$ cat config.mk
export PLATFORM = sky130hd
export DESIGN_NAME = ums_regs
export DESIGN_NICKNAME = d
export VERILOG_FILES = /design/src/core/ums_pkg.sv /design/src/core/ums_regs.sv
export SDC_FILE = /design/constraint.sdc
export NUM_CORES = 1
export LEC_CHECK = 0
export BUFFER_PORTS_ARGS = -buffer_cell sky130_fd_sc_hd__buf_4
export CORE_MARGIN = 4
export CORE_UTILIZATION = 30
export CTS_CLUSTER_DIAMETER = 150
export CTS_CLUSTER_SIZE = 28
export DETAILED_ROUTE_END_ITERATION = 7
export GPL_TIMING_DRIVEN = 0
export SYNTH_ARGS = -nofsm -noshare
export SYNTH_HDL_FRONTEND = slang
export SYNTH_SLANG_ARGS = --single-unit
$ cat constraint.sdc
create_clock -name clk -period 4 [get_ports clk]
set_input_delay 0.4 -clock clk [delete_from_list [all_inputs] [get_ports clk]]
set_output_delay 0.4 -clock clk [all_outputs]
set_load 0.02 [all_outputs]
$ cat src/core/ums_pkg.sv
// constants, types and field layout of the uart mode and status registers
// ---------------------------------------------------------------------------
// Overview of operation
// - attention bit self-clears on nine-bit address frame
// - force break holds transmit output low
// - transmit dma enable suppresses transmit interrupts
// - receive dma enable suppresses receive data interrupts
// - receive error interrupts ignore receive dma enable
// - flow control enable gates flow interrupts
// - request-to-send bit drives active-low rts pin
// - mode register byte wide, read/write, resets zero
// - mode bit positions 7,6,5,4,2,1
// - status register read-only, resets zero, ignores writes
// - parity flag set on error, cleared by read
// - framing flag set on missing stop, read clears
// - overrun flag set on unread buffer, read clears
// - summary error high while parity, framing or overrun flag set
// - break after ten low bit times, clear rules
// ---------------------------------------------------------------------------
package ums_pkg;

  // -------------------------------------------------------------------------
  // register byte offsets on the bus
  // -------------------------------------------------------------------------
  localparam logic [7:0] UMS_MODE_OFS = 8'h00;
  localparam logic [7:0] UMS_STATUS_OFS = 8'h04;
  localparam logic [7:0] UMS_IRQ_STAT_OFS = 8'h08;
  localparam logic [7:0] UMS_IRQ_CLR_OFS = 8'h0C;
  localparam logic [7:0] UMS_IRQ_EN_OFS = 8'h10;

  // -------------------------------------------------------------------------
  // mode register fields and reset value
  // -------------------------------------------------------------------------
  localparam int UMS_MODE_RTS = 7;
  localparam int UMS_MODE_FLOW = 6;
  localparam int UMS_MODE_RXDMA = 5;
  localparam int UMS_MODE_TXDMA = 4;
  localparam int UMS_MODE_BRK = 2;
  localparam int UMS_MODE_ATTN = 1;
  localparam logic [7:0] UMS_MODE_RST = 8'h00;
  // reserved bits 3 and 0 are never stored
  localparam logic [7:0] UMS_MODE_WR_MASK = 8'hF6;

  // -------------------------------------------------------------------------
  // line status fields and reset value
  // -------------------------------------------------------------------------
  localparam int UMS_ST_PARITY = 0;
  localparam int UMS_ST_FRAME = 1;
  localparam int UMS_ST_OVERRUN = 2;
  localparam int UMS_ST_SUMMARY = 3;
  localparam int UMS_ST_BREAK = 4;
  localparam logic [7:0] UMS_STATUS_RST = 8'h00;

  // -------------------------------------------------------------------------
  // interrupt status / clear / enable layout
  // -------------------------------------------------------------------------
  localparam int UMS_IRQ_W = 4;
  localparam int UMS_IRQ_TX = 0;
  localparam int UMS_IRQ_RX = 1;
  localparam int UMS_IRQ_ERR = 2;
  localparam int UMS_IRQ_FLOW = 3;
  localparam logic [3:0] UMS_IRQ_RST = 4'h0;

  // -------------------------------------------------------------------------
  // break detection: low bit times before a break is flagged
  // -------------------------------------------------------------------------
  localparam logic [3:0] UMS_BREAK_BITS = 4'hA;

  // break detector states, gray along idle -> count -> held
  typedef enum logic [1:0] {
    UMS_BRK_IDLE = 2'b00,
    UMS_BRK_COUNT = 2'b01,
    UMS_BRK_HELD = 2'b11
  } ums_brk_e;

  // end-of-character report from the receiver shift logic
  typedef struct packed {
    logic charDone;
    logic ninthBit;
    logic nineBitFrame;
    logic parityErr;
    logic stopMissing;
  } ums_rxev_s;

endpackage : ums_pkg

$ cat src/core/ums_regs.sv
// wishbone register block: second mode register, line status, interrupts
//
// The placing of the registers and the Wishbone interface to the registers are this design's own decisions.
`timescale 1ns/1ps

module ums_regs
  import ums_pkg::*;
(
  input wire logic clk,
  input wire logic srst,
  // wishbone classic slave
  input wire logic wbCyc,
  input wire logic wbStb,
  input wire logic wbWe,
  input wire logic [7:0] wbAdr,
  input wire logic [3:0] wbSel,
  input wire logic [31:0] wbDatI,
  output logic [31:0] wbDatO,
  output logic wbAck,
  // receiver side
  input wire ums_rxev_s rxEvt,
  input wire logic rxFull,
  input wire logic rxd,
  input wire logic bitTick,
  // transmitter side
  input wire logic txSerial,
  input wire logic txEmpty,
  input wire logic txDoneEvt,
  input wire logic flowEvt,
  // line and system outputs
  output logic txd,
  output logic rtsN,
  output logic txDmaReq,
  output logic rxDmaReq,
  output logic attentionMode,
  output logic irq
);

  // -------------------------------------------------------------------------
  // state
  // -------------------------------------------------------------------------
  logic [7:0] modeReg;
  logic [7:0] next_modeReg;
  logic parityFlag;
  logic next_parityFlag;
  logic frameFlag;
  logic next_frameFlag;
  logic overrunFlag;
  logic next_overrunFlag;
  logic breakFlag;
  logic next_breakFlag;
  logic breakPending;
  logic next_breakPending;
  ums_brk_e brkState;
  ums_brk_e next_brkState;
  logic [3:0] brkCount;
  logic [3:0] next_brkCount;
  logic [3:0] irqStat;
  logic [3:0] next_irqStat;
  logic [3:0] irqEn;
  logic [3:0] next_irqEn;
  logic [31:0] next_wbDatO;
  logic next_wbAck;
  logic next_txd;
  logic next_rtsN;
  logic next_txDmaReq;
  logic next_rxDmaReq;
  logic next_irq;
  logic next_attentionMode;

  // decoded bus strobes, valid only in the cycle a request is taken
  logic take;
  logic wrLow;
  logic statusRead;
  logic [7:0] statusView;
  logic summary;
  logic [3:0] irqEvt;
  logic [3:0] irqGate;

  // -------------------------------------------------------------------------
  // bus decode
  // -------------------------------------------------------------------------
  // a request is taken once; ack then drops for one cycle before the next
  // only sel[0] qualifies a write; upper lanes carry no register
  always_comb begin
    take = wbCyc && wbStb && !wbAck;
    wrLow = take && wbWe && wbSel[0];
    statusRead = take && !wbWe && (wbAdr == UMS_STATUS_OFS);
  end

  // -------------------------------------------------------------------------
  // second mode register
  // -------------------------------------------------------------------------
  // software write wins over the hardware clear of attention in one cycle
  always_comb begin
    next_modeReg = modeReg;
    if (rxEvt.charDone && rxEvt.nineBitFrame && rxEvt.ninthBit) begin
      next_modeReg[UMS_MODE_ATTN] = 1'b0;
    end
    if (wrLow && wbAdr == UMS_MODE_OFS) begin
      // reserved positions never stored, so they read back zero
      next_modeReg = wbDatI[7:0] & UMS_MODE_WR_MASK;
    end
  end

  // mode byte; reset clears every bit
  always_ff @(posedge clk) begin
    if (srst) begin
      modeReg <= UMS_MODE_RST;
    end else begin
      modeReg <= next_modeReg;
    end
  end

  // -------------------------------------------------------------------------
  // line status error flags
  // -------------------------------------------------------------------------
  // a new error in the cycle of a status read survives the read
  always_comb begin
    next_parityFlag = parityFlag;
    next_frameFlag = frameFlag;
    next_overrunFlag = overrunFlag;
    if (statusRead) begin
      next_parityFlag = 1'b0;
      next_frameFlag = 1'b0;
      next_overrunFlag = 1'b0;
    end
    if (rxEvt.charDone && rxEvt.parityErr) begin
      next_parityFlag = 1'b1;
    end
    if (rxEvt.charDone && rxEvt.stopMissing) begin
      next_frameFlag = 1'b1;
    end
    if (rxEvt.charDone && rxFull) begin
      next_overrunFlag = 1'b1;
    end
  end

  // error flags; reset clears the whole status byte
  always_ff @(posedge clk) begin
    if (srst) begin
      parityFlag <= UMS_STATUS_RST[UMS_ST_PARITY];
      frameFlag <= UMS_STATUS_RST[UMS_ST_FRAME];
      overrunFlag <= UMS_STATUS_RST[UMS_ST_OVERRUN];
    end else begin
      parityFlag <= next_parityFlag;
      frameFlag <= next_frameFlag;
      overrunFlag <= next_overrunFlag;
    end
  end

  // -------------------------------------------------------------------------
  // break detector
  // -------------------------------------------------------------------------
  // counts bit-time ticks while the line stays low after a bad stop bit;
  // a read while the line is still low only arms the clear
  // limitation: ticks count from the end-of-character report, so the
  // first counted bit time may be a partial one
  always_comb begin
    next_brkState = brkState;
    next_brkCount = brkCount;
    next_breakFlag = breakFlag;
    next_breakPending = breakPending;
    case (brkState)
      UMS_BRK_IDLE: begin
        next_brkCount = 4'h0;
        if (rxEvt.charDone && rxEvt.stopMissing && !rxd) begin
          next_brkState = UMS_BRK_COUNT;
        end
      end
      UMS_BRK_COUNT: begin
        if (rxd) begin
          next_brkState = UMS_BRK_IDLE;
        end else if (bitTick) begin
          next_brkCount = brkCount + 4'h1;
          if (brkCount + 4'h1 == UMS_BREAK_BITS) begin
            next_brkState = UMS_BRK_HELD;
          end
        end
      end
      UMS_BRK_HELD: begin
        if (rxd) begin
          next_brkState = UMS_BRK_IDLE;
        end
      end
      default: begin
        next_brkState = UMS_BRK_IDLE;
      end
    endcase
    // clear: read with line high, or line back high after an early read
    if (statusRead && rxd) begin
      next_breakFlag = 1'b0;
      next_breakPending = 1'b0;
    end else if (statusRead && breakFlag) begin
      next_breakPending = 1'b1;
    end
    if (breakPending && rxd) begin
      next_breakFlag = 1'b0;
      next_breakPending = 1'b0;
    end
    // detection wins over any clear in the same cycle
    if (brkState == UMS_BRK_COUNT && !rxd && bitTick &&
        brkCount + 4'h1 == UMS_BREAK_BITS) begin
      next_breakFlag = 1'b1;
      next_breakPending = 1'b0;
    end
  end

  // break detector state, counter and flags
  always_ff @(posedge clk) begin
    if (srst) begin
      brkState <= UMS_BRK_IDLE;
      brkCount <= 4'h0;
      breakFlag <= UMS_STATUS_RST[UMS_ST_BREAK];
      breakPending <= 1'b0;
    end else begin
      brkState <= next_brkState;
      brkCount <= next_brkCount;
      breakFlag <= next_breakFlag;
      breakPending <= next_breakPending;
    end
  end

  // -------------------------------------------------------------------------
  // status view
  // -------------------------------------------------------------------------
  // summary is derived, so it can never disagree with the three flags
  // bits 7..5 have no source and read zero
  always_comb begin
    summary = parityFlag || frameFlag || overrunFlag;
    statusView = 8'h00;
    statusView[UMS_ST_PARITY] = parityFlag;
    statusView[UMS_ST_FRAME] = frameFlag;
    statusView[UMS_ST_OVERRUN] = overrunFlag;
    statusView[UMS_ST_SUMMARY] = summary;
    statusView[UMS_ST_BREAK] = breakFlag;
  end

  // -------------------------------------------------------------------------
  // interrupt status, clear and enable
  // -------------------------------------------------------------------------
  // events latch even while gated, so software can still poll them
  always_comb begin
    irqEvt = 4'h0;
    irqEvt[UMS_IRQ_TX] = txDoneEvt;
    irqEvt[UMS_IRQ_RX] = rxEvt.charDone;
    irqEvt[UMS_IRQ_ERR] = rxEvt.charDone &&
      (rxEvt.parityErr || rxEvt.stopMissing || rxFull);
    irqEvt[UMS_IRQ_FLOW] = flowEvt;
    // dma owns data movement, so its data interrupts are masked here
    irqGate = 4'hF;
    irqGate[UMS_IRQ_TX] = !modeReg[UMS_MODE_TXDMA];
    irqGate[UMS_IRQ_RX] = !modeReg[UMS_MODE_RXDMA];
    irqGate[UMS_IRQ_ERR] = 1'b1;
    irqGate[UMS_IRQ_FLOW] = modeReg[UMS_MODE_FLOW];
    // clear and enable writes use only the low nibble
    next_irqStat = irqStat;
    next_irqEn = irqEn;
    if (wrLow && wbAdr == UMS_IRQ_CLR_OFS) begin
      next_irqStat = irqStat & ~wbDatI[3:0];
    end
    if (wrLow && wbAdr == UMS_IRQ_EN_OFS) begin
      next_irqEn = wbDatI[3:0];
    end
    // set wins over a clear in the same cycle
    next_irqStat = next_irqStat | irqEvt;
  end

  // sticky interrupt bits and their enables
  always_ff @(posedge clk) begin
    if (srst) begin
      irqStat <= UMS_IRQ_RST;
      irqEn <= UMS_IRQ_RST;
    end else begin
      irqStat <= next_irqStat;
      irqEn <= next_irqEn;
    end
  end

  // -------------------------------------------------------------------------
  // bus answer
  // -------------------------------------------------------------------------
  // one wait state; unmapped and write-only addresses read zero, still acked
  always_comb begin
    next_wbAck = take;
    next_wbDatO = wbDatO;
    if (take) begin
      next_wbDatO = 32'h0000_0000;
      if (!wbWe) begin
        case (wbAdr)
          UMS_MODE_OFS: next_wbDatO[7:0] = modeReg;
          // writes to status decode to nothing and change no bit
          UMS_STATUS_OFS: next_wbDatO[7:0] = statusView;
          UMS_IRQ_STAT_OFS: next_wbDatO[3:0] = irqStat;
          UMS_IRQ_EN_OFS: next_wbDatO[3:0] = irqEn;
          default: next_wbDatO = 32'h0000_0000;
        endcase
      end
    end
  end

  // ack and read data leave straight from flip-flops
  always_ff @(posedge clk) begin
    if (srst) begin
      wbAck <= 1'b0;
      wbDatO <= 32'h0000_0000;
    end else begin
      wbAck <= next_wbAck;
      wbDatO <= next_wbDatO;
    end
  end

  // -------------------------------------------------------------------------
  // line and system outputs
  // -------------------------------------------------------------------------
  // all outputs registered; one cycle behind the mode register
  always_comb begin
    next_txd = txSerial && !modeReg[UMS_MODE_BRK];
    // the pin is active low, so a set bit pulls it down
    next_rtsN = !modeReg[UMS_MODE_RTS];
    next_txDmaReq = modeReg[UMS_MODE_TXDMA] && txEmpty;
    next_rxDmaReq = modeReg[UMS_MODE_RXDMA] && rxFull;
    next_irq = |(irqStat & irqEn & irqGate);
    next_attentionMode = modeReg[UMS_MODE_ATTN];
  end

  // idle line levels out of reset: txd high, rts released
  always_ff @(posedge clk) begin
    if (srst) begin
      txd <= 1'b1;
      rtsN <= 1'b1;
      txDmaReq <= 1'b0;
      rxDmaReq <= 1'b0;
      attentionMode <= 1'b0;
      irq <= 1'b0;
    end else begin
      txd <= next_txd;
      rtsN <= next_rtsN;
      txDmaReq <= next_txDmaReq;
      rxDmaReq <= next_rxDmaReq;
      attentionMode <= next_attentionMode;
      irq <= next_irq;
    end
  end

endmodule : ums_regs

==> results of run 1 <==
[cell type report]
class	count	area (µm²)	area share
well taps	77	96.34	0.03630
flip-flops and latches	40	800.8	0.3017
clock buffers	5	68.82	0.02593
clock inverters	3	42.54	0.01603
inverters	10	37.54	0.01414
repair buffers	46	345.3	0.1301
multi-input cells	160	1052	0.3965
plain buffers	31	210.2	0.07921
[flip-flops by register name (all words and copies together), names as in the netlist, 2 cells and up]
| name | count |
|---|---|
| brkState | 2 |
| brkCount | 4 |
| modeReg | 6 |
| irqStat | 4 |
| irqEn | 4 |
| wbDatO | 8 |
[worst paths after layout]
check | endpoint | slack (ns) | depth (start not counted)
setup / recovery | wbDatO[4]$_SDFFE_PP0N_ | 2.25 | 4
hold / removal | txd$_SDFF_PP1_ | 0.31 | 2
setup reg to reg | wbDatO[4]$_SDFFE_PP0N_ | 2.25 | 4
hold reg to reg | rtsN$_SDFF_PP1_ | 0.43 | 1
[report_power, final]
part           switching (µW)  total (µW)  internal, µW
clock network             145         329           185
registers                5.56         410           404
logic                    60.8         119          58.0
[metal layers]
metal  global-route usage  wire [µm]
met5                    0          0
met4              0.03189         51
met3              0.04007        286
met2               0.2155       2419
met1               0.1354       2104
[synthesized netlist by cell type (5+ instances only)]
master	number	area share
mux2i_1	12	0.060
inv_1	10	0.019
nand2_1	9	0.017
o21ai_0	7	0.017
a41oi_1	5	0.022
nor2_1	15	0.028
buf_4	24	0.089
dfxtp_1	40	0.40
a21oi_1	8	0.020
a22o_1	5	0.022
nand2b_1	18	0.056
[through the flow]
step                worst slack [ns]    util  total power, µW  cell area, µm²  cells
floorplan                      2.414       -            494.5            2101    241
global placement               1.915  0.3959            535.9            2542    364
detailed placement             1.907  0.3959            536.5            2542    364
CTS                            2.179  0.4132            863.6            2654    372
global route                   2.083  0.4132            895.5            2654    372
finish                         2.246  0.4132            857.9            2654    372
[critical path: stages, from the launching register on]
cell	delay, ns
dfxtp_1	0.32
nand3b_1	0.17
or3_1	0.33
nor4_1	0.63
a221o_1	0.25
[kinds of logic after synthesis]
logic type,after synthesis
adders and majority gates,3
other,1
buffers and inverters,41
xor gates and xnor gates,2
muxes,12
AOI/OAI and AO/OA,45
DFF,40
and+or+nand+nor,74
==> flow_metrics.env, run 1 <==
export IMPL_status="completed"
export IMPL_timing_max_cap_violations=0
export IMPL_clk_buf_depth=2
export IMPL_worst_hold_path_type="in -> reg"
export IMPL_share_of_the_synthesized_netlist_area_taken_by_xor_and_xnor_gates=0.008696
export IMPL_synth_adder_area_share=0.01739
export IMPL_critical_path_peak_fanout=4
export IMPL_routed_wl_um=4862
export IMPL_fmax_ghz=0.5702
export IMPL_dominant_combinational_cell_family_by_area_after_synthesis="simple AND/OR/NAND/NOR gates"
export IMPL_num_antenna_cells=0
export IMPL_leading_cell_types_in_the_layout_fill_and_taps_excluded="buf_4, dfxtp_1, conb_1"
export IMPL_slew_violations=0
export IMPL_die_width_um=89.95
export IMPL_cts_inserted_buffers=5
export IMPL_setup_worst_path_start_class="flip-flop"
export IMPL_fill_cells=670
export IMPL_synth_compound_area_share=0.1671
export IMPL_worstSkewPairLatency_ns=0.29
export IMPL_ys_warnings_count=0
export IMPL_grt_start_max_net_pins=14
export IMPL_layout_nets=357
export IMPL_max_vdd_ir_drop_uv=151.6
export IMPL_cp_end_kind="flip-flop"
export IMPL_core_area_um2=6422
export IMPL_first_global_vias=1680
export IMPL_finalSetupTns_ns=0
export IMPL_synthDistinctLibCells=46
export IMPL_dp_hpwl_um=3825
export IMPL_worst_slew_pin_slew_ns=0.8166
export IMPL_period_utilization=0.4385
export IMPL_post_synth_inst_count=218
export IMPL_drc=0
export IMPL_dieArea_um2=8090
export IMPL_starting_density=0.3137
export IMPL_design_portCount=100
export IMPL_post_cts_setup_buffers=0
export IMPL_crit_path_start="wbAck$_SDFF_PP0_"
export IMPL_worstReg2RegStart="wbAck$_SDFF_PP0_"
export IMPL_fp_row_count=29
export IMPL_timing_slew_headroom=0.4506
export IMPL_port_buffers=46
export IMPL_drt_pass1_iterations=4
export IMPL_routabilityCongestion=0.8058
export IMPL_area_delta_synth_final_pct=31.74
export IMPL_yosys_most_used_dff="dfxtp_1"
export IMPL_finalHoldWorstSlack_ns=0.3112
export IMPL_synth_area_mux_share=0.05963
export IMPL_async_flop_share=0
export IMPL_cts_root_buf="clkbuf_8"
export IMPL_grt_antenna_before_repair=0
export IMPL_synth_seq_area_share=0.3975
export IMPL_timing_setup_critical_path_class="reg -> reg"
export IMPL_report_final_setup_viol=0
export IMPL_finalClockSkew_ns=0.01084
export IMPL_dr_total_vias=1681
export IMPL_power_per_cell_area_nw_per_um2=323.3
export IMPL_startpoint_of_the_worst_hold_path="txSerial"
export IMPL_globalRoute_totalOverflow=0
export IMPL_wire_length_of_the_first_global_routing_pass_um=7935
export IMPL_clkSlewWorstSetupHoldPaths_ns=0.09
export IMPL_worst_ep_required_time_ns=4.24
export IMPL_clock_sinks=40
export IMPL_routed_wirelength_normalized_by_instance_count_um=13.07
export IMPL_vias_per_cell=4.519
export IMPL_postSynthRegisterBits=40
export IMPL_grt_setup_unrepaired="false"
export IMPL_cts_tree="built"
export IMPL_power_leakage_uw=0.001174
export IMPL_synth_simple_area_share=0.2248
export IMPL_postRouteAntennaNets=0
export IMPL_dr_first_iter_drc_count=55
export IMPL_cts_hold_repair_buffers=0
export IMPL_final_common_cell="buf_4"
export IMPL_die_h_um=89.95
export IMPL_share_of_post_route_cells_with_drive_strength_above_1=0.3017
export IMPL_h_tree_levels=2
export IMPL_timing_hold_violations_final=0
export IMPL_synth_edf_count=0
export IMPL_post_cts_resize_count=0
export IMPL_wp_data_arrival_ns=1.99
export IMPL_syn_area_um2=2014
export IMPL_synth_area_per_cell_um2=9.241
export IMPL_layout_min_cycle_time_ns=1.754
export IMPL_groute_usage_overall=0.1198
Note: power is estimated with default switching activity, not from simulation.
==> run 2: changes to the inputs <==
==> constraint.sdc (replaced) <==
create_clock -name clk -period 1.64 [get_ports clk]
set_input_delay 0.164 -clock clk [delete_from_list [all_inputs] [get_ports clk]]
set_output_delay 0.164 -clock clk [all_outputs]
set_load 0.02 [all_outputs]
==> run 2 against run 1 <==
Compared with the run above:
- sequential share of layout area down 0.17 points
- count of clock-buffer cells in the layout did not move
- clock skew decreased by 0.0011 ns
- design area rose by 0.57%
- critical endpoint is now irqEn[3]$_SDFFE_PP0P_
- combinational power grew 150%
- flip-flop and latch count stayed put
- power rose by 140%
- core utilization grew 0.23 points
==> flow_metrics.env, run 2 (synthesis gave the netlist of run 1 again) <==
export IMPL_report_final_setup_viol=0
export IMPL_slew_violations=0
export IMPL_leading_cell_types_in_the_layout_fill_and_taps_excluded="buf_4, dfxtp_1, conb_1"
export IMPL_dp_hpwl_um=3825
export IMPL_globalRoute_totalOverflow=0
export IMPL_drt_pass1_iterations=4
export IMPL_status="completed"
export IMPL_timing_critical_path_depth=5
export IMPL_timing_critical_path_max_delay_family="simple AND/OR/NAND/NOR gates"
export IMPL_timing_critical_path_slowest_stage_cell="dfxtp_1"
export IMPL_wp_data_arrival_ns=1.76
export IMPL_total_power_uw=2093
export IMPL_postRouteAntennaNets=0
export IMPL_starting_density=0.3137
export IMPL_cts_tree="built"
export IMPL_vias_per_cell=4.527
export IMPL_dieArea_um2=8090
export IMPL_routed_wl_um=4856
export IMPL_timing_hold_violations_final=0
export IMPL_worst_path_buf_inv=1
export IMPL_power_leakage_uw=0.001178
export IMPL_cts_root_buf="clkbuf_8"
export IMPL_design_portCount=100
export IMPL_setup_slack_ns=0.1042
export IMPL_layout_min_cycle_time_ns=1.536
export IMPL_die_h_um=89.95
export IMPL_fp_row_count=29
export IMPL_worst_path_largest_cell_delay_ns=0.32
export IMPL_clock_sinks=40
export IMPL_biggestRegsByFlops="wbDatO x8, modeReg x6"
export IMPL_worstSkewPairLatency_ns=0.29
export IMPL_cts_inserted_buffers=5
export IMPL_timing_slew_headroom=0.5814
export IMPL_cp_end_kind="flip-flop"
export IMPL_grt_setup_unrepaired="false"
export IMPL_dr_first_iter_drc_count=57
export IMPL_clkSlewWorstSetupHoldPaths_ns=0.08
export IMPL_dpl_instance_area_um2=2542
export IMPL_dr_total_vias=1684
export IMPL_routed_wirelength_normalized_by_instance_count_um=13.05
export IMPL_min_delay_path_depth=2
export IMPL_period_utilization=0.9365
export IMPL_final_common_cell="buf_4"
export IMPL_cpMostUsedCell="and3b_1"
export IMPL_power_per_cell_area_nw_per_um2=784.3
export IMPL_port_buffers=46
export IMPL_area_delta_synth_final_pct=32.48
export IMPL_worstRegToRegCells=5
export IMPL_worst_slew_pin_slew_ns=0.6256
export IMPL_fmax_ghz=0.6511
export IMPL_fill_cells=668
export IMPL_num_antenna_cells=0
export IMPL_share_of_post_route_cells_with_drive_strength_above_1=0.3051
export IMPL_worst_ep_required_time_ns=1.86
export IMPL_routabilityCongestion=0.8058
export IMPL_layout_nets=357
export IMPL_h_tree_levels=2
export IMPL_timing_max_cap_violations=0
export IMPL_groute_usage_overall=0.1198
export IMPL_first_global_vias=1680
export IMPL_dp_slack_ns=-0.2169
export IMPL_largest_reg_flops=8
export IMPL_critical_path_peak_fanout=5
export IMPL_wire_length_of_the_first_global_routing_pass_um=7935
export IMPL_post_cts_setup_buffers=0
export IMPL_final_util=0.4155
export IMPL_finalClockSkew_ns=0.009776
export IMPL_final_design_area_no_fill_um2=2669
export IMPL_max_vdd_ir_drop_uv=370.6
export IMPL_timing_critical_path_cells="and3b_1 -> and3_1 -> and3b_1 -> clkbuf_2 -> mux2i_1"
export IMPL_die_width_um=89.95
export IMPL_grt_start_max_net_pins=14
export IMPL_grt_antenna_before_repair=0
export IMPL_core_area_um2=6422
export IMPL_worst_hold_path_type="in -> reg"
export IMPL_registers_top_by_ff_count="wbDatO"
export IMPL_timing_setup_critical_path_class="reg -> reg"
export IMPL_drc=0
export IMPL_setup_worst_path_start_class="flip-flop"
export IMPL_clk_buf_depth=2
run 2: per-layer routing:
metal	vias up	GRT usage	wire length, µm	share of wire
li1	876	-	-	-
met5	-	0	0	0
met2	40	0.2155	2417	0.50
met4	0	0.03189	64	0.013
met1	761	0.1354	2102	0.43
met3	7	0.04007	271	0.056
run 2: cell type report:
type	count	area (µm²)	area share
plain buffers	31	210.2	0.07876
clock buffers	5	68.82	0.02579
clock inverters	3	42.54	0.01594
inverters	10	37.54	0.01406
multi-input cells	160	1067	0.3999
flip-flops and latches	40	800.8	0.3000
well taps	77	96.34	0.03610
repair buffers	46	345.3	0.1294
run 2: through the flow:
stage          TNS, ns  hold WS, ns  instances
3_5_place_dp   -0.7864       0.3676        364
4_1_cts              0      0.07038        372
3_3_place_gp   -0.7238       0.3708        364
6_report             0      0.07417        372
5_1_grt              0      0.06958        372
2_1_floorplan        0       0.2762        241
run 2: path summary, 6_finish.rpt:
path                                 from                     to  slack, ns
hold reg to reg   modeReg[7]$_SDFFE_PP0P_        rtsN$_SDFF_PP1_       0.43
setup / recovery         wbAck$_SDFF_PP0_  irqEn[3]$_SDFFE_PP0P_       0.10
hold / removal                   txSerial         txd$_SDFF_PP1_       0.07
setup reg to reg         wbAck$_SDFF_PP0_  irqEn[3]$_SDFFE_PP0P_       0.10
run 2: report_power, final:
group	switching (µW)	internal [µW]
Sequential	13.4	986
Combinational	150	142
Clock	351	450
Total	515	1580
run 2: repair_timing:
action	4_1_cts	5_1_grt
resized for setup	1	1
endpoints found under the setup margin	4	1
hold buffers	0	0
==> run 3: changes to the inputs <==
--- a/config.mk
+++ b/config.mk
@@ -5,7 +5,7 @@
 export SDC_FILE = /design/constraint.sdc
 export NUM_CORES = 1
 export LEC_CHECK = 0
-export BUFFER_PORTS_ARGS = -buffer_cell sky130_fd_sc_hd__buf_4
+export BUFFER_PORTS_ARGS = -buffer_cell sky130_fd_sc_hd__buf_2
 export CORE_MARGIN = 4
 export CORE_UTILIZATION = 30
 export CTS_CLUSTER_DIAMETER = 150
==> run 3 against run 2 <==
Compared with the run above:
- worst setup slack better by 0.0031 ns
- flip-flop and latch count did not move
- global-route usage is 0.11 points higher
- register-to-register slack about the same
- non-clock buffer count did not move
- count of clock-buffer cells in the layout is the same
- fmax grew 0.20%
- via count shrank 0.65%
- first-iteration DRC count is 8.8% higher
- largest cell class unchanged
- highest routed layer unchanged
==> flow_metrics.env, run 3 (synthesis gave the netlist of run 1 again) <==
export IMPL_status="completed"
export IMPL_worst_ep_required_time_ns=1.86
export IMPL_timing_hold_violations_final=0
export IMPL_cts_root_buf="clkbuf_8"
export IMPL_biggestRegsByFlops="wbDatO x8, modeReg x6"
export IMPL_timing_setup_critical_path_class="reg -> reg"
export IMPL_power_leakage_uw=0.001146
export IMPL_postRouteAntennaNets=0
export IMPL_grt_start_max_net_pins=14
export IMPL_critical_path_peak_fanout=5
export IMPL_total_power_uw=2069
export IMPL_worstReg2RegStart="wbAck$_SDFF_PP0_"
export IMPL_share_of_post_route_cells_with_drive_strength_above_1=0.3051
export IMPL_cts_tree="built"
export IMPL_routed_wl_um=4782
export IMPL_setup_worst_path_start_class="flip-flop"
export IMPL_grt_antenna_before_repair=0
export IMPL_crit_path_start="wbAck$_SDFF_PP0_"
export IMPL_cts_inserted_buffers=5
export IMPL_vias_per_cell=4.497
export IMPL_area_delta_synth_final_pct=26.34
export IMPL_timing_max_cap_violations=0
export IMPL_final_common_cell="buf_2"
export IMPL_dieArea_um2=8090
export IMPL_port_buffers=46
export IMPL_dr_total_vias=1673
export IMPL_period_utilization=0.9346
export IMPL_fp_row_count=29
export IMPL_power_per_cell_area_nw_per_um2=812.9
export IMPL_worst_slew_pin_slew_ns=0.6044
export IMPL_worstSkewPairLatency_ns=0.29
export IMPL_grt_setup_unrepaired="false"
export IMPL_finalSetupTns_ns=0
export IMPL_dr_first_iter_drc_count=62
export IMPL_leading_cell_types_in_the_layout_fill_and_taps_excluded="buf_2, dfxtp_1, buf_4, conb_1, nand2b_1"
export IMPL_h_tree_levels=2
export IMPL_slew_violations=0
export IMPL_clock_sinks=40
export IMPL_design_portCount=100
export IMPL_drc=0
export IMPL_clkSlewWorstSetupHoldPaths_ns=0.08
export IMPL_first_global_vias=1690
export IMPL_core_area_um2=6422
export IMPL_routabilityCongestion=0.8077
export IMPL_layout_nets=357
export IMPL_starting_density=0.3137
export IMPL_fill_cells=683
export IMPL_registers_top_by_ff_count="wbDatO"
export IMPL_wp_data_arrival_ns=1.75
export IMPL_report_final_setup_viol=0
export IMPL_max_vdd_ir_drop_uv=319.0
export IMPL_die_h_um=89.95
export IMPL_worst_hold_path_type="in -> reg"
export IMPL_finalClockSkew_ns=0.009442
export IMPL_largest_reg_flops=8
export IMPL_routed_wirelength_normalized_by_instance_count_um=12.85
export IMPL_startpoint_of_the_worst_hold_path="txEmpty"
export IMPL_globalRoute_totalOverflow=0
export IMPL_post_cts_setup_buffers=0
export IMPL_layout_min_cycle_time_ns=1.533
export IMPL_drt_pass1_iterations=4
export IMPL_clk_buf_depth=2
export IMPL_cp_end_kind="flip-flop"
export IMPL_dp_hpwl_um=3856
export IMPL_groute_usage_overall=0.1209
export IMPL_num_antenna_cells=0
export IMPL_die_width_um=89.95
export IMPL_wire_length_of_the_first_global_routing_pass_um=8045
export IMPL_fmax_ghz=0.6524
export IMPL_timing_slew_headroom=0.5956
-- run 3: cell counts in the layout (fill, tap and decap cells not counted) --
Identical to the previous run, type by type.
-- run 3: critical path, stage by stage, from the launching register on --
cell and delay, ns:
dfxtp_1 0.32, and3b_1 0.29, and3_1 0.30, and3b_1 0.18, clkbuf_2 0.18, mux2i_1 0.20
-- run 3: layout make-up --
type                       count  area [µm²]  area share
inverter                      10       37.54     0.01475
clock buffer                   5       68.82     0.02704
clock inverter                 3       42.54     0.01672
tap                           77       96.34     0.03786
buffer                        31       210.2     0.08260
sequential                    40       800.8      0.3147
multi-input combinational    160        1059      0.4159
timing repair buffer          46       230.2     0.09046
-- run 3: timing repair --
| action | CTS | global route |
|---|---|---|
| hold buffers | 0 | 0 |
| setup endpoints to repair | 4 | 0 |
| gates resized for setup | 1 | 0 |
-- run 3: path summary, 6_finish.rpt --
path	slack [ns]	end	cells past startpoint
worst max-delay path	0.11	irqEn[3]$_SDFFE_PP0P_	5
worst min-delay path	0.08	txDmaReq$_SDFF_PP0_	3
worst max register to register	0.11	irqEn[3]$_SDFFE_PP0P_	5
worst min register to register	0.43	rtsN$_SDFF_PP1_	1
-- run 3: stage by stage --
stage	util	worst slack, ns	instances	hold WS (ns)	instance area, µm²
finish	0.3963	0.1073	372	0.07531	2545
global route	0.3963	0.004049	372	0.07509	2545
CTS	0.3963	0.07156	372	0.06857	2545
detailed placement	0.3779	-0.2145	364	0.3722	2427
global placement	0.3779	-0.2087	364	0.3717	2427
floorplan	-	0.1470	241	0.2762	2101
-- run 3: report_power, final --
part / internal, µW / switching, µW / leakage, µW / total [µW]
Combinational: 119 / 148 / 0.000767 / 268
Sequential: 986 / 13.3 / 0.000325 / 999
Clock: 450 / 351 / 0.0000541 / 802
Total: 1560 / 513 / 0.00115 / 2070
-- run 3: routing by layer --
metal / part of all wire / global-route usage / up-vias / wire length [µm]
li1: - / - / 869 / -
met2: 0.51 / 0.2149 / 40 / 2416
met1: 0.43 / 0.1433 / 756 / 2074
met3: 0.051 / 0.03589 / 8 / 244
met5: 0 / 0 / - / 0
met4: 0.0096 / 0.02806 / 0 / 46
